### config.mk
export PLATFORM = sky130hd
export DESIGN_NAME = pmx_top
export DESIGN_NICKNAME = d
export VERILOG_FILES = /design/src/inc/pmx_pkg.sv /design/src/rtl/pmx_sync.sv /design/src/rtl/pmx_top.sv
export VERILOG_INCLUDE_DIRS = /design/src /design/src/inc
export SDC_FILE = /design/constraint.sdc
export NUM_CORES = 1
export LEC_CHECK = 0
export BUFFER_PORTS_ARGS = -buffer_cell sky130_fd_sc_hd__buf_2
export CAP_MARGIN = 5
export CORE_ASPECT_RATIO = 1.4
export CORE_MARGIN = 4
export CORE_UTILIZATION = 50
export DETAILED_ROUTE_END_ITERATION = 6
export PLACE_DENSITY = 0.76
export SLEW_MARGIN = 25
export SYNTH_ARGS = -nofsm -noshare
export SYNTH_HDL_FRONTEND = slang
export SYNTH_SLANG_ARGS = --single-unit
### constraint.sdc
create_clock -name aclk -period 1.8 [get_ports aclk]
set_input_delay 0.18 -clock aclk [delete_from_list [all_inputs] [get_ports aclk]]
set_output_delay 0.18 -clock aclk [all_outputs]
set_load 0.005 [all_outputs]
### src/inc/pmx_cfg.svh
`ifndef PMX_CFG_SVH
`define PMX_CFG_SVH

// register byte offsets
`define PMX_OFF_FSEL 8'h00
`define PMX_OFF_IFS 8'h04
`define PMX_OFF_KEY 8'h08
`define PMX_OFF_DATA_A 8'h0c
`define PMX_OFF_DATA_B 8'h10
`define PMX_OFF_DATA_C 8'h14
`define PMX_OFF_DIR_A 8'h18
`define PMX_OFF_DIR_B 8'h1c
`define PMX_OFF_DIR_C 8'h20
`define PMX_OFF_WAKE 8'h24
`define PMX_OFF_BITOP 8'h28
`define PMX_OFF_STATUS 8'h2c

// writable bits, reset values and test-mode key
`define PMX_FSEL_MASK 8'h77
`define PMX_IFS_MASK 8'h7f
`define PMX_SEL_RST 8'h00
`define PMX_KEY_RST 8'h00
`define PMX_PORT_RST 8'hff
`define PMX_WAKE_RST 8'h00
`define PMX_KEY 8'hca

// port_c_pin3 function codes
`define PMX_PC3_ANALOG_CHANNEL_11 3'h1
`define PMX_PC3_CMP3F 3'h2
`define PMX_PC3_CMP4F 3'h3
`define PMX_PC3_RSVD 3'h4

// port_c_pin2 function codes
`define PMX_PC2_LVD 3'h1
`define PMX_PC2_CMP4 3'h2
`define PMX_PC2_CMP2F 3'h3
`define PMX_PC2_SDA 3'h4
`define PMX_PC2_RSVD 3'h5
`define PMX_PC2_COMPARATOR5_NEGATIVE_INPUT 3'h6

// converter channel wired to port_c_pin3
`define PMX_ADC_CH11 4'hb

// bus responses
`define PMX_RESP_OKAY 2'h0
`define PMX_RESP_SLVERR 2'h2

`endif

### src/inc/pmx_pkg.sv
package pmx_pkg;

    typedef struct packed {
        logic [7:0] c;
        logic [7:0] b;
        logic [7:0] a;
    } pmx_port_s;

    typedef enum logic [1:0] {
        PMX_SEL_A,
        PMX_SEL_B,
        PMX_SEL_C,
        PMX_SEL_NONE
    } pmx_port_e;

    typedef struct packed {
        logic awvalid;
        logic [7:0] awaddr;
        logic wvalid;
        logic [31:0] wdata;
        logic [3:0] wstrb;
        logic bready;
        logic arvalid;
        logic [7:0] araddr;
        logic rready;
    } pmx_axi_req_s;

    typedef struct packed {
        logic awready;
        logic wready;
        logic bvalid;
        logic [1:0] bresp;
        logic arready;
        logic rvalid;
        logic [31:0] rdata;
        logic [1:0] rresp;
    } pmx_axi_rsp_s;

    typedef struct packed {
        logic aw_got;
        logic w_got;
        logic [7:0] waddr;
        logic [7:0] wdat;
        logic wstb;
        pmx_axi_rsp_s rsp;
    } pmx_axi_st_s;

    typedef struct packed {
        logic [7:0] fsel;
        logic [7:0] input_source_select;
        logic [7:0] key;
        logic [7:0] wake_en;
        pmx_port_s data;
        pmx_port_s dir;
    } pmx_regs_s;

    typedef struct packed {
        pmx_port_s pin_out;
        pmx_port_s pin_oe;
        logic [7:0] pa_prev;
        logic tmr1;
        logic sda;
        logic scl;
        logic analog_channel_11_en;
        logic lvd_en;
        logic comparator5_negative_input_en;
        logic wake;
        logic test_mode;
    } pmx_out_s;

endpackage : pmx_pkg

### src/rtl/pmx_sync.sv
`timescale 1ns/10ps
module pmx_sync #(
    parameter int W = 24
) (
    // clock and reset
    input logic aclk,
    input logic aresetn,
    // asynchronous levels in, synchronised out
    input logic [W-1:0] d,
    output logic [W-1:0] q
);
    logic [W-1:0] meta_r;
    logic [W-1:0] meta_nxt;
    logic [W-1:0] q_r;
    logic [W-1:0] q_nxt;

    // first stage feeds only the second stage
    always_comb begin
        meta_nxt = d;
        q_nxt = meta_r;
    end

    always_ff @(posedge aclk) begin
        if (!aresetn) begin
            meta_r <= '0;
            q_r <= '0;
        end else begin
            meta_r <= meta_nxt;
            q_r <= q_nxt;
        end
    end

    assign q = q_r;
endmodule : pmx_sync

### src/rtl/pmx_top.sv
// Summary of operation
// RULE1: pin3 field routes port_c_pin3 functions
// RULE2: pin2 field routes port_c_pin2 functions
// RULE3: unused select bits read zero, reset zero
// RULE4: software keeps input-select bits 6:5 zero
// RULE5: bit 4 picks timer-1 input pin
// RULE6: bits 3:2 pick I2C data pin
// RULE7: bits 1:0 pick I2C clock pin
// RULE8: exact key raises read-back test mode
// RULE9: other key values: latch read, normal pins
// RULE10: key register fully read/write, resets zero
// RULE11: test mode port read returns pin levels
// RULE12: test mode touches only read path
// RULE13: test reads: analog pins read zero
// RULE14: test mode forces selected analog channel
// RULE15: data and direction registers reset high
// RULE16: bit set/clear does whole-port read-modify-write
// RULE17: enabled port A falling edge wakes sleep
// RULE18: software sets direction input for inputs
// RULE19: reserved codes behave as general I/O
`timescale 1ns/10ps
`include "pmx_cfg.svh"
module pmx_top (
    // clock and reset
    input logic aclk,
    input logic aresetn,
    // register bus
    input pmx_pkg::pmx_axi_req_s axi_req,
    output pmx_pkg::pmx_axi_rsp_s axi_rsp,
    // pads
    input pmx_pkg::pmx_port_s pin_in,
    output pmx_pkg::pmx_port_s pin_out,
    output pmx_pkg::pmx_port_s pin_oe,
    // peripheral signals toward pins
    input logic comparator3_filtered_output,
    input logic comparator4_filtered_output,
    input logic comparator4_output,
    input logic comparator2_filtered_output,
    input logic i2c_sda_drive_low,
    // converter and power state
    input logic [3:0] adc_channel_select,
    input logic sleep_mode,
    // routed inputs, path switches, test mode and wake-up
    output logic timer1_external_input,
    output logic i2c_data_input,
    output logic i2c_clock_input,
    output logic analog_channel_11_path_en,
    output logic low_voltage_detect_input_path_en,
    output logic comparator5_negative_input_path_en,
    output logic port_readback_test_mode,
    output logic wake_up
);
    pmx_pkg::pmx_port_s pins_s;
    pmx_pkg::pmx_regs_s regs_r;
    pmx_pkg::pmx_regs_s regs_nxt;
    pmx_pkg::pmx_axi_st_s axi_r;
    pmx_pkg::pmx_axi_st_s axi_nxt;
    pmx_pkg::pmx_out_s out_r;
    pmx_pkg::pmx_out_s out_nxt;
    pmx_pkg::pmx_port_e bop_sel;
    logic do_wr;
    logic [7:0] bop_base;
    logic [7:0] rd_byte;
    logic [2:0] fn3;
    logic [2:0] fn2;

    pmx_sync #(
        .W(24)
    ) u_sync (
        .aclk(aclk),
        .aresetn(aresetn),
        .d(pin_in),
        .q(pins_s)
    );

    function automatic logic [7:0] byte_of(input pmx_pkg::pmx_port_e sel,
                                           input pmx_pkg::pmx_port_s p);
        logic [7:0] v;
        v = 8'h00;
        case (sel)
            pmx_pkg::PMX_SEL_A: v = p.a;
            pmx_pkg::PMX_SEL_B: v = p.b;
            pmx_pkg::PMX_SEL_C: v = p.c;
            default: v = 8'h00;
        endcase
        return v;
    endfunction : byte_of

    // port C bits whose selected function is analog
    function automatic logic [7:0] analog_mask(input logic [7:0] fsel);
        logic [7:0] m;
        m = 8'h00;
        m[3] = (fsel[6:4] == `PMX_PC3_ANALOG_CHANNEL_11);
        m[2] = (fsel[2:0] == `PMX_PC2_LVD) || (fsel[2:0] == `PMX_PC2_COMPARATOR5_NEGATIVE_INPUT);
        return m;
    endfunction : analog_mask

    // what a port read instruction sees
    function automatic logic [7:0] port_view(input pmx_pkg::pmx_port_e sel,
                                             input pmx_pkg::pmx_regs_s r,
                                             input pmx_pkg::pmx_port_s p);
        logic [7:0] v;
        v = byte_of(sel, r.data); // RULE9
        if (r.key == `PMX_KEY) begin
            v = byte_of(sel, p); // RULE11
            if (sel == pmx_pkg::PMX_SEL_C) begin
                v = v & ~analog_mask(r.fsel); // RULE13
            end
        end
        return v;
    endfunction : port_view

    function automatic logic reg_hit(input logic [7:0] addr);
        logic hit;
        case ({addr[7:2], 2'b00})
            `PMX_OFF_FSEL, `PMX_OFF_IFS, `PMX_OFF_KEY, `PMX_OFF_WAKE,
            `PMX_OFF_DATA_A, `PMX_OFF_DATA_B, `PMX_OFF_DATA_C,
            `PMX_OFF_DIR_A, `PMX_OFF_DIR_B, `PMX_OFF_DIR_C,
            `PMX_OFF_BITOP, `PMX_OFF_STATUS: hit = 1'b1;
            default: hit = 1'b0;
        endcase
        return hit;
    endfunction : reg_hit

    assign do_wr = axi_r.aw_got && axi_r.w_got && !axi_r.rsp.bvalid;

    // bus handshakes; one write and one read outstanding at most
    always_comb begin
        axi_nxt = axi_r;
        if (axi_req.awvalid && axi_r.rsp.awready) begin
            axi_nxt.aw_got = 1'b1;
            axi_nxt.waddr = axi_req.awaddr;
        end
        if (axi_req.wvalid && axi_r.rsp.wready) begin
            axi_nxt.w_got = 1'b1;
            axi_nxt.wdat = axi_req.wdata[7:0];
            axi_nxt.wstb = axi_req.wstrb[0];
        end
        if (axi_r.rsp.bvalid && axi_req.bready) begin
            axi_nxt.rsp.bvalid = 1'b0;
        end
        if (do_wr) begin
            axi_nxt.aw_got = 1'b0;
            axi_nxt.w_got = 1'b0;
            axi_nxt.rsp.bvalid = 1'b1;
            axi_nxt.rsp.bresp = reg_hit(axi_r.waddr) ? `PMX_RESP_OKAY : `PMX_RESP_SLVERR;
        end
        axi_nxt.rsp.awready = !axi_nxt.aw_got && !axi_nxt.rsp.bvalid;
        axi_nxt.rsp.wready = !axi_nxt.w_got && !axi_nxt.rsp.bvalid;
        if (axi_r.rsp.rvalid && axi_req.rready) begin
            axi_nxt.rsp.rvalid = 1'b0;
        end
        if (axi_req.arvalid && axi_r.rsp.arready) begin
            axi_nxt.rsp.rvalid = 1'b1;
            axi_nxt.rsp.rdata = {24'h000000, rd_byte};
            axi_nxt.rsp.rresp = reg_hit(axi_req.araddr) ? `PMX_RESP_OKAY : `PMX_RESP_SLVERR;
        end
        axi_nxt.rsp.arready = !axi_nxt.rsp.rvalid;
    end

    // read mux; reads have no side effects
    always_comb begin
        rd_byte = 8'h00;
        case ({axi_req.araddr[7:2], 2'b00})
            `PMX_OFF_FSEL: rd_byte = regs_r.fsel; // RULE3
            `PMX_OFF_IFS: rd_byte = regs_r.input_source_select;
            `PMX_OFF_KEY: rd_byte = regs_r.key; // RULE10
            `PMX_OFF_DATA_A: rd_byte = port_view(pmx_pkg::PMX_SEL_A, regs_r, pins_s);
            `PMX_OFF_DATA_B: rd_byte = port_view(pmx_pkg::PMX_SEL_B, regs_r, pins_s);
            `PMX_OFF_DATA_C: rd_byte = port_view(pmx_pkg::PMX_SEL_C, regs_r, pins_s);
            `PMX_OFF_DIR_A: rd_byte = regs_r.dir.a;
            `PMX_OFF_DIR_B: rd_byte = regs_r.dir.b;
            `PMX_OFF_DIR_C: rd_byte = regs_r.dir.c;
            `PMX_OFF_WAKE: rd_byte = regs_r.wake_en;
            `PMX_OFF_STATUS: rd_byte = {6'h00, sleep_mode, out_r.test_mode};
            default: rd_byte = 8'h00;
        endcase
    end

    // software state; writes with wstrb[0] low are acknowledged and dropped
    always_comb begin
        regs_nxt = regs_r;
        bop_sel = pmx_pkg::pmx_port_e'(axi_r.wdat[4:3]);
        // in test mode the read half sees pins, so a bit op may rewrite the latch
        if (axi_r.wdat[6]) begin
            bop_base = byte_of(bop_sel, regs_r.dir);
        end else begin
            bop_base = port_view(bop_sel, regs_r, pins_s); // RULE16
        end
        bop_base[axi_r.wdat[2:0]] = axi_r.wdat[5]; // RULE16
        if (do_wr && axi_r.wstb) begin
            case ({axi_r.waddr[7:2], 2'b00})
                `PMX_OFF_FSEL: regs_nxt.fsel = axi_r.wdat & `PMX_FSEL_MASK; // RULE3
                // bits 6:5 stay writable; keeping them zero is software's job
                `PMX_OFF_IFS: regs_nxt.input_source_select = axi_r.wdat & `PMX_IFS_MASK; // RULE4
                `PMX_OFF_KEY: regs_nxt.key = axi_r.wdat; // RULE10
                `PMX_OFF_DATA_A: regs_nxt.data.a = axi_r.wdat;
                `PMX_OFF_DATA_B: regs_nxt.data.b = axi_r.wdat;
                `PMX_OFF_DATA_C: regs_nxt.data.c = axi_r.wdat;
                `PMX_OFF_DIR_A: regs_nxt.dir.a = axi_r.wdat;
                `PMX_OFF_DIR_B: regs_nxt.dir.b = axi_r.wdat;
                `PMX_OFF_DIR_C: regs_nxt.dir.c = axi_r.wdat;
                `PMX_OFF_WAKE: regs_nxt.wake_en = axi_r.wdat;
                `PMX_OFF_BITOP: begin
                    case (bop_sel)
                        pmx_pkg::PMX_SEL_A: begin
                            if (axi_r.wdat[6]) regs_nxt.dir.a = bop_base;
                            else regs_nxt.data.a = bop_base;
                        end
                        pmx_pkg::PMX_SEL_B: begin
                            if (axi_r.wdat[6]) regs_nxt.dir.b = bop_base;
                            else regs_nxt.data.b = bop_base;
                        end
                        pmx_pkg::PMX_SEL_C: begin
                            if (axi_r.wdat[6]) regs_nxt.dir.c = bop_base;
                            else regs_nxt.data.c = bop_base;
                        end
                        default: ;
                    endcase
                end
                default: ;
            endcase
        end
    end

    assign fn3 = regs_r.fsel[6:4];
    assign fn2 = regs_r.fsel[2:0];

    // pad drive and routing; test mode never touches pin_out or pin_oe here
    always_comb begin
        out_nxt = out_r;
        out_nxt.pin_out = regs_r.data; // RULE12
        out_nxt.pin_oe = ~regs_r.dir; // RULE15
        case (fn3)
            `PMX_PC3_ANALOG_CHANNEL_11: out_nxt.pin_oe.c[3] = 1'b0; // RULE1
            `PMX_PC3_CMP3F: begin
                out_nxt.pin_out.c[3] = comparator3_filtered_output; // RULE1
                out_nxt.pin_oe.c[3] = 1'b1;
            end
            `PMX_PC3_CMP4F: begin
                out_nxt.pin_out.c[3] = comparator4_filtered_output; // RULE1
                out_nxt.pin_oe.c[3] = 1'b1;
            end
            default: ; // RULE19
        endcase
        case (fn2)
            `PMX_PC2_LVD, `PMX_PC2_COMPARATOR5_NEGATIVE_INPUT: out_nxt.pin_oe.c[2] = 1'b0; // RULE2
            `PMX_PC2_CMP4: begin
                out_nxt.pin_out.c[2] = comparator4_output; // RULE2
                out_nxt.pin_oe.c[2] = 1'b1;
            end
            `PMX_PC2_CMP2F: begin
                out_nxt.pin_out.c[2] = comparator2_filtered_output; // RULE2
                out_nxt.pin_oe.c[2] = 1'b1;
            end
            `PMX_PC2_SDA: begin
                // open drain: only ever pulls low
                out_nxt.pin_out.c[2] = 1'b0; // RULE2
                out_nxt.pin_oe.c[2] = i2c_sda_drive_low;
            end
            default: ; // RULE19
        endcase
        // pin levels reach inputs whatever the direction; RULE18 is on software
        out_nxt.tmr1 = regs_r.input_source_select[4] ? pins_s.c[3] : pins_s.b[1]; // RULE5
        case (regs_r.input_source_select[3:2])
            2'h0: out_nxt.sda = pins_s.a[0]; // RULE6
            2'h1: out_nxt.sda = pins_s.b[1];
            2'h2: out_nxt.sda = pins_s.b[0];
            default: out_nxt.sda = pins_s.c[2];
        endcase
        case (regs_r.input_source_select[1:0])
            2'h0: out_nxt.scl = pins_s.a[2]; // RULE7
            2'h1: out_nxt.scl = pins_s.a[0];
            2'h2: out_nxt.scl = pins_s.b[4];
            default: out_nxt.scl = pins_s.c[1];
        endcase
        out_nxt.test_mode = (regs_r.key == `PMX_KEY); // RULE8 RULE9
        out_nxt.analog_channel_11_en = (fn3 == `PMX_PC3_ANALOG_CHANNEL_11)
            || (out_nxt.test_mode && adc_channel_select == `PMX_ADC_CH11); // RULE14
        out_nxt.lvd_en = (fn2 == `PMX_PC2_LVD);
        out_nxt.comparator5_negative_input_en = (fn2 == `PMX_PC2_COMPARATOR5_NEGATIVE_INPUT);
        out_nxt.pa_prev = pins_s.a;
        out_nxt.wake = sleep_mode && |(regs_r.wake_en & out_r.pa_prev & ~pins_s.a); // RULE17
    end

    always_ff @(posedge aclk) begin
        if (!aresetn) begin
            regs_r <= '{fsel: `PMX_SEL_RST, input_source_select: `PMX_SEL_RST, key: `PMX_KEY_RST,
                        wake_en: `PMX_WAKE_RST,
                        data: {3{`PMX_PORT_RST}}, dir: {3{`PMX_PORT_RST}}};
            axi_r <= '0;
            out_r <= '0;
        end else begin
            regs_r <= regs_nxt;
            axi_r <= axi_nxt;
            out_r <= out_nxt;
        end
    end

    assign axi_rsp = axi_r.rsp;
    assign pin_out = out_r.pin_out;
    assign pin_oe = out_r.pin_oe;
    assign timer1_external_input = out_r.tmr1;
    assign i2c_data_input = out_r.sda;
    assign i2c_clock_input = out_r.scl;
    assign analog_channel_11_path_en = out_r.analog_channel_11_en;
    assign low_voltage_detect_input_path_en = out_r.lvd_en;
    assign comparator5_negative_input_path_en = out_r.comparator5_negative_input_en;
    assign port_readback_test_mode = out_r.test_mode;
    assign wake_up = out_r.wake;
endmodule : pmx_top

==> flow_summary.ini <==
[run_status]
status = complete, but fails checks
failed_checks = setup timing

[synthesis]
synth_most_common_cell = dfxtp_1
synth_edf_count = 0
synth_common_cells = dfxtp_1, nand2_1, buf_4
yosys_warnings = 0
syn_avg_cell_area_um2 = 9.11
ys.flop_type = dfxtp_1
async_reset_ff_share_pct = 0
yosysSeqAreaShare_pct = 45.0
synth_area_leader_cell = dfxtp_1
ys_types = 81
synth_area_um2 = 9830
netlist_instances = 1079
ys_top_cells_by_area = dfxtp_1, buf_4, and2_1, nand2_1, mux2i_1
ys_ff_latch = 221
yosys.area.top_type_share_pct = 45.0

[route]
post_drt_via_cell_ratio = 5.74
ant_nets = 0
drt_iter0_markers = 996
num_vias = 9365
wl_per_cell_um = 22.0
first_pass_iters = 6
drc = 0
finalWirelength_um = 35800

[timing]
relSlewSlack_pct = 56.4
post-route-period-util_pct = 109
period_minus_slack_ns = 1.96
hold-worst-slack_ns = 0.00622
skew_ns = 0.0105
hold_viol = 0
worstMarginPinSlew_ns = 0.654
final-setup-viol-count = 62
setup_slack_ns = -0.164
grt_setup_unrepaired = true
slew_viol_final = 0
timing.fmax_mhz = 509

[clock_tree]
cts_buffers = 21
path_clk_slew_ns = 0.06
clk_latency_ns = 0.51
cts_tree = yes
clock_sinks = 221
root_buffer = clkbuf_16
h-tree-depth = 1
clock_path_buffers = 3

[finish]
fin_util_pct = 68.9
regArea_um2 = 4440
drive_gt1_share_pct = 35.5
final_cell_area_um2 = 13300
diodes = 0
fin_cells = 1632
fillers = 1440
area_delta_synth_final_pct = 35.2
nNetsFinal = 1465
multi_input_comb_area_um2 = 4950

[grt]
antenna_found_initial = 1
grt_first_pass_wirelength_um = 53000
grt_max_degree = 57
grt_pass1_vias = 9147
track_usage_pct = 30.9
overflow = 0

[pwr]
power_leakage_nw = 5.85
power_density_nw_per_um2 = 779
ir_drop_mv = 0.719

[worst_setup_path]
arrival_ns = 2.32
cp-start-kind = flip-flop
crit_start = axi_r[56]
crit_fanout = 6
crit_type = flip-flop to flip-flop
required_ns = 2.16
worstSetupEndpointType = flip-flop
r2r_start = axi_r[56]

[floorplanning]
die_y_um = 174
start_util_pct = 51.0
io_pins = 190
die_w_um = 127
core_area_um2 = 19300
die_area_um2 = 22000
row_count = 60

[job]
maxCapViolCount = 0

[placement]
place_congestion = 1.01
dp_cells = 1536
hpwl_um = 25600
dpl_cell_area_um2 = 11600
dp_slack_ns = -0.267
portBuffers = 132

[hold_path]
min_path_type = primary input to flip-flop
holdCritStartpoint = axi_req[56]
## layout by cell type (no fill, tap or decap), types with 17 or more instances in the layout
| cell | count |
|---|---|
| a21oi_1 | 64 |
| nor2_1 | 64 |
| and2_1 | 82 |
| buf_4 | 191 |
| nand2_1 | 127 |
| o211ai_1 | 19 |
| conb_1 | 26 |
| nand3_1 | 18 |
| clkbuf_16 | 21 |
| buf_6 | 18 |
| dlygate4sd3_1 | 46 |
| a22oi_1 | 17 |
| buf_2 | 132 |
| mux2i_1 | 40 |
| dfxtp_1 | 212 |
## layout make-up
| cell class | instances | share of cell area, % |
|---|---|---|
| tap | 248 | 2.33 |
| sequential | 221 | 33.4 |
| multi-input combinational | 722 | 37.2 |
| clock buffer | 26 | 4.32 |
| inverter | 12 | 0.339 |
| timing repair buffer | 394 | 21.8 |
| clock inverter | 9 | 0.640 |
## flip-flops by register name, summed over array words and instances, names as in the netlist
| signal | cells |
|---|---|
| fn3 | 3 |
| pin_out | 24 |
| analog_channel_11_path_en | 1 |
| low_voltage_detect_input_path_en | 1 |
| out_nxt | 22 |
| wake_up | 1 |
| port_readback_test_mode | 1 |
| u_sync.meta_r | 24 |
| regs_r | 49 |
| axi_r | 17 |
| out_r | 8 |
| u_sync.q | 24 |
| comparator5_negative_input_path_en | 1 |
| pin_oe | 24 |
| i2c_data_input | 1 |
| timer1_external_input | 1 |
| i2c_clock_input | 1 |
| axi_rsp | 15 |
| fn2 | 3 |
## critical path: stages (launching register included)
cell and delay, ns:
dfxtp_2 0.33, or4b_4 0.64, nor3_2 0.30, o21ai_1 0.13, o21ai_2 0.17, buf_4 0.15
o211ai_1 0.10
## report_power, final
group | internal, W | switching [W] | leakage, nW | total, W
sequential | 0.00501 | 0.0000797 | 1.81 | 0.00509
clock | 0.00241 | 0.00192 | 0.318 | 0.00433
combinational | 0.000434 | 0.000501 | 3.73 | 0.000935
total | 0.00785 | 0.00250 | 5.85 | 0.0104
## cell families (layout without fill, tap and decap cells)
| group | Yosys count | count (layout) | synth area share, % |
|---|---|---|---|
| compound gates | 236 | 237 | 17.1 |
| xor+xnor | 1 | 1 | 0.0891 |
| buf+inv | 162 | 441 | 9.85 |
| flops | 221 | 221 | 45.0 |
| mux | 62 | 62 | 6.74 |
| other cells | 1 | 26 | 0.0381 |
| simple gates | 396 | 396 | 21.2 |
## metal layers
metal | vias to the layer above | share of wire, % | GRT usage, %
met5 | - | 0.022 | 0
met4 | 2 | 7.5 | 19.4
met3 | 121 | 7.6 | 4.03
met2 | 497 | 47 | 51.6
met1 | 4441 | 37 | 37.4
li1 | 4304 | - | -
## through the flow
stage                     TNS (ns)  power (W)
after CTS                    -4.07     0.0103
after detailed placement     -7.83    0.00597
after global routing         -9.63     0.0107
after global placement       -6.30    0.00595
final                        -4.75     0.0104
after floorplan              -1.34    0.00564
## timing repair
item,in CTS,in global routing
endpoints found under the hold margin,44,0
gates resized for setup,41,65
gates cloned,1,0
pin swaps,21,28
setup buffers,5,10
hold buffers,46,0
setup endpoints to repair,53,67
## final timing paths
| kind | slack (ns) | to | cells after the start |
|---|---|---|---|
| hold reg to reg | 0.43 | u_sync.q[3] | 1 |
| hold / removal | 0.006 | axi_r[56] | 3 |
| setup / recovery | -0.16 | regs_r[17] | 6 |
| setup reg to reg | -0.16 | regs_r[17] | 6 |
Power figures use the tool's default switching activity.
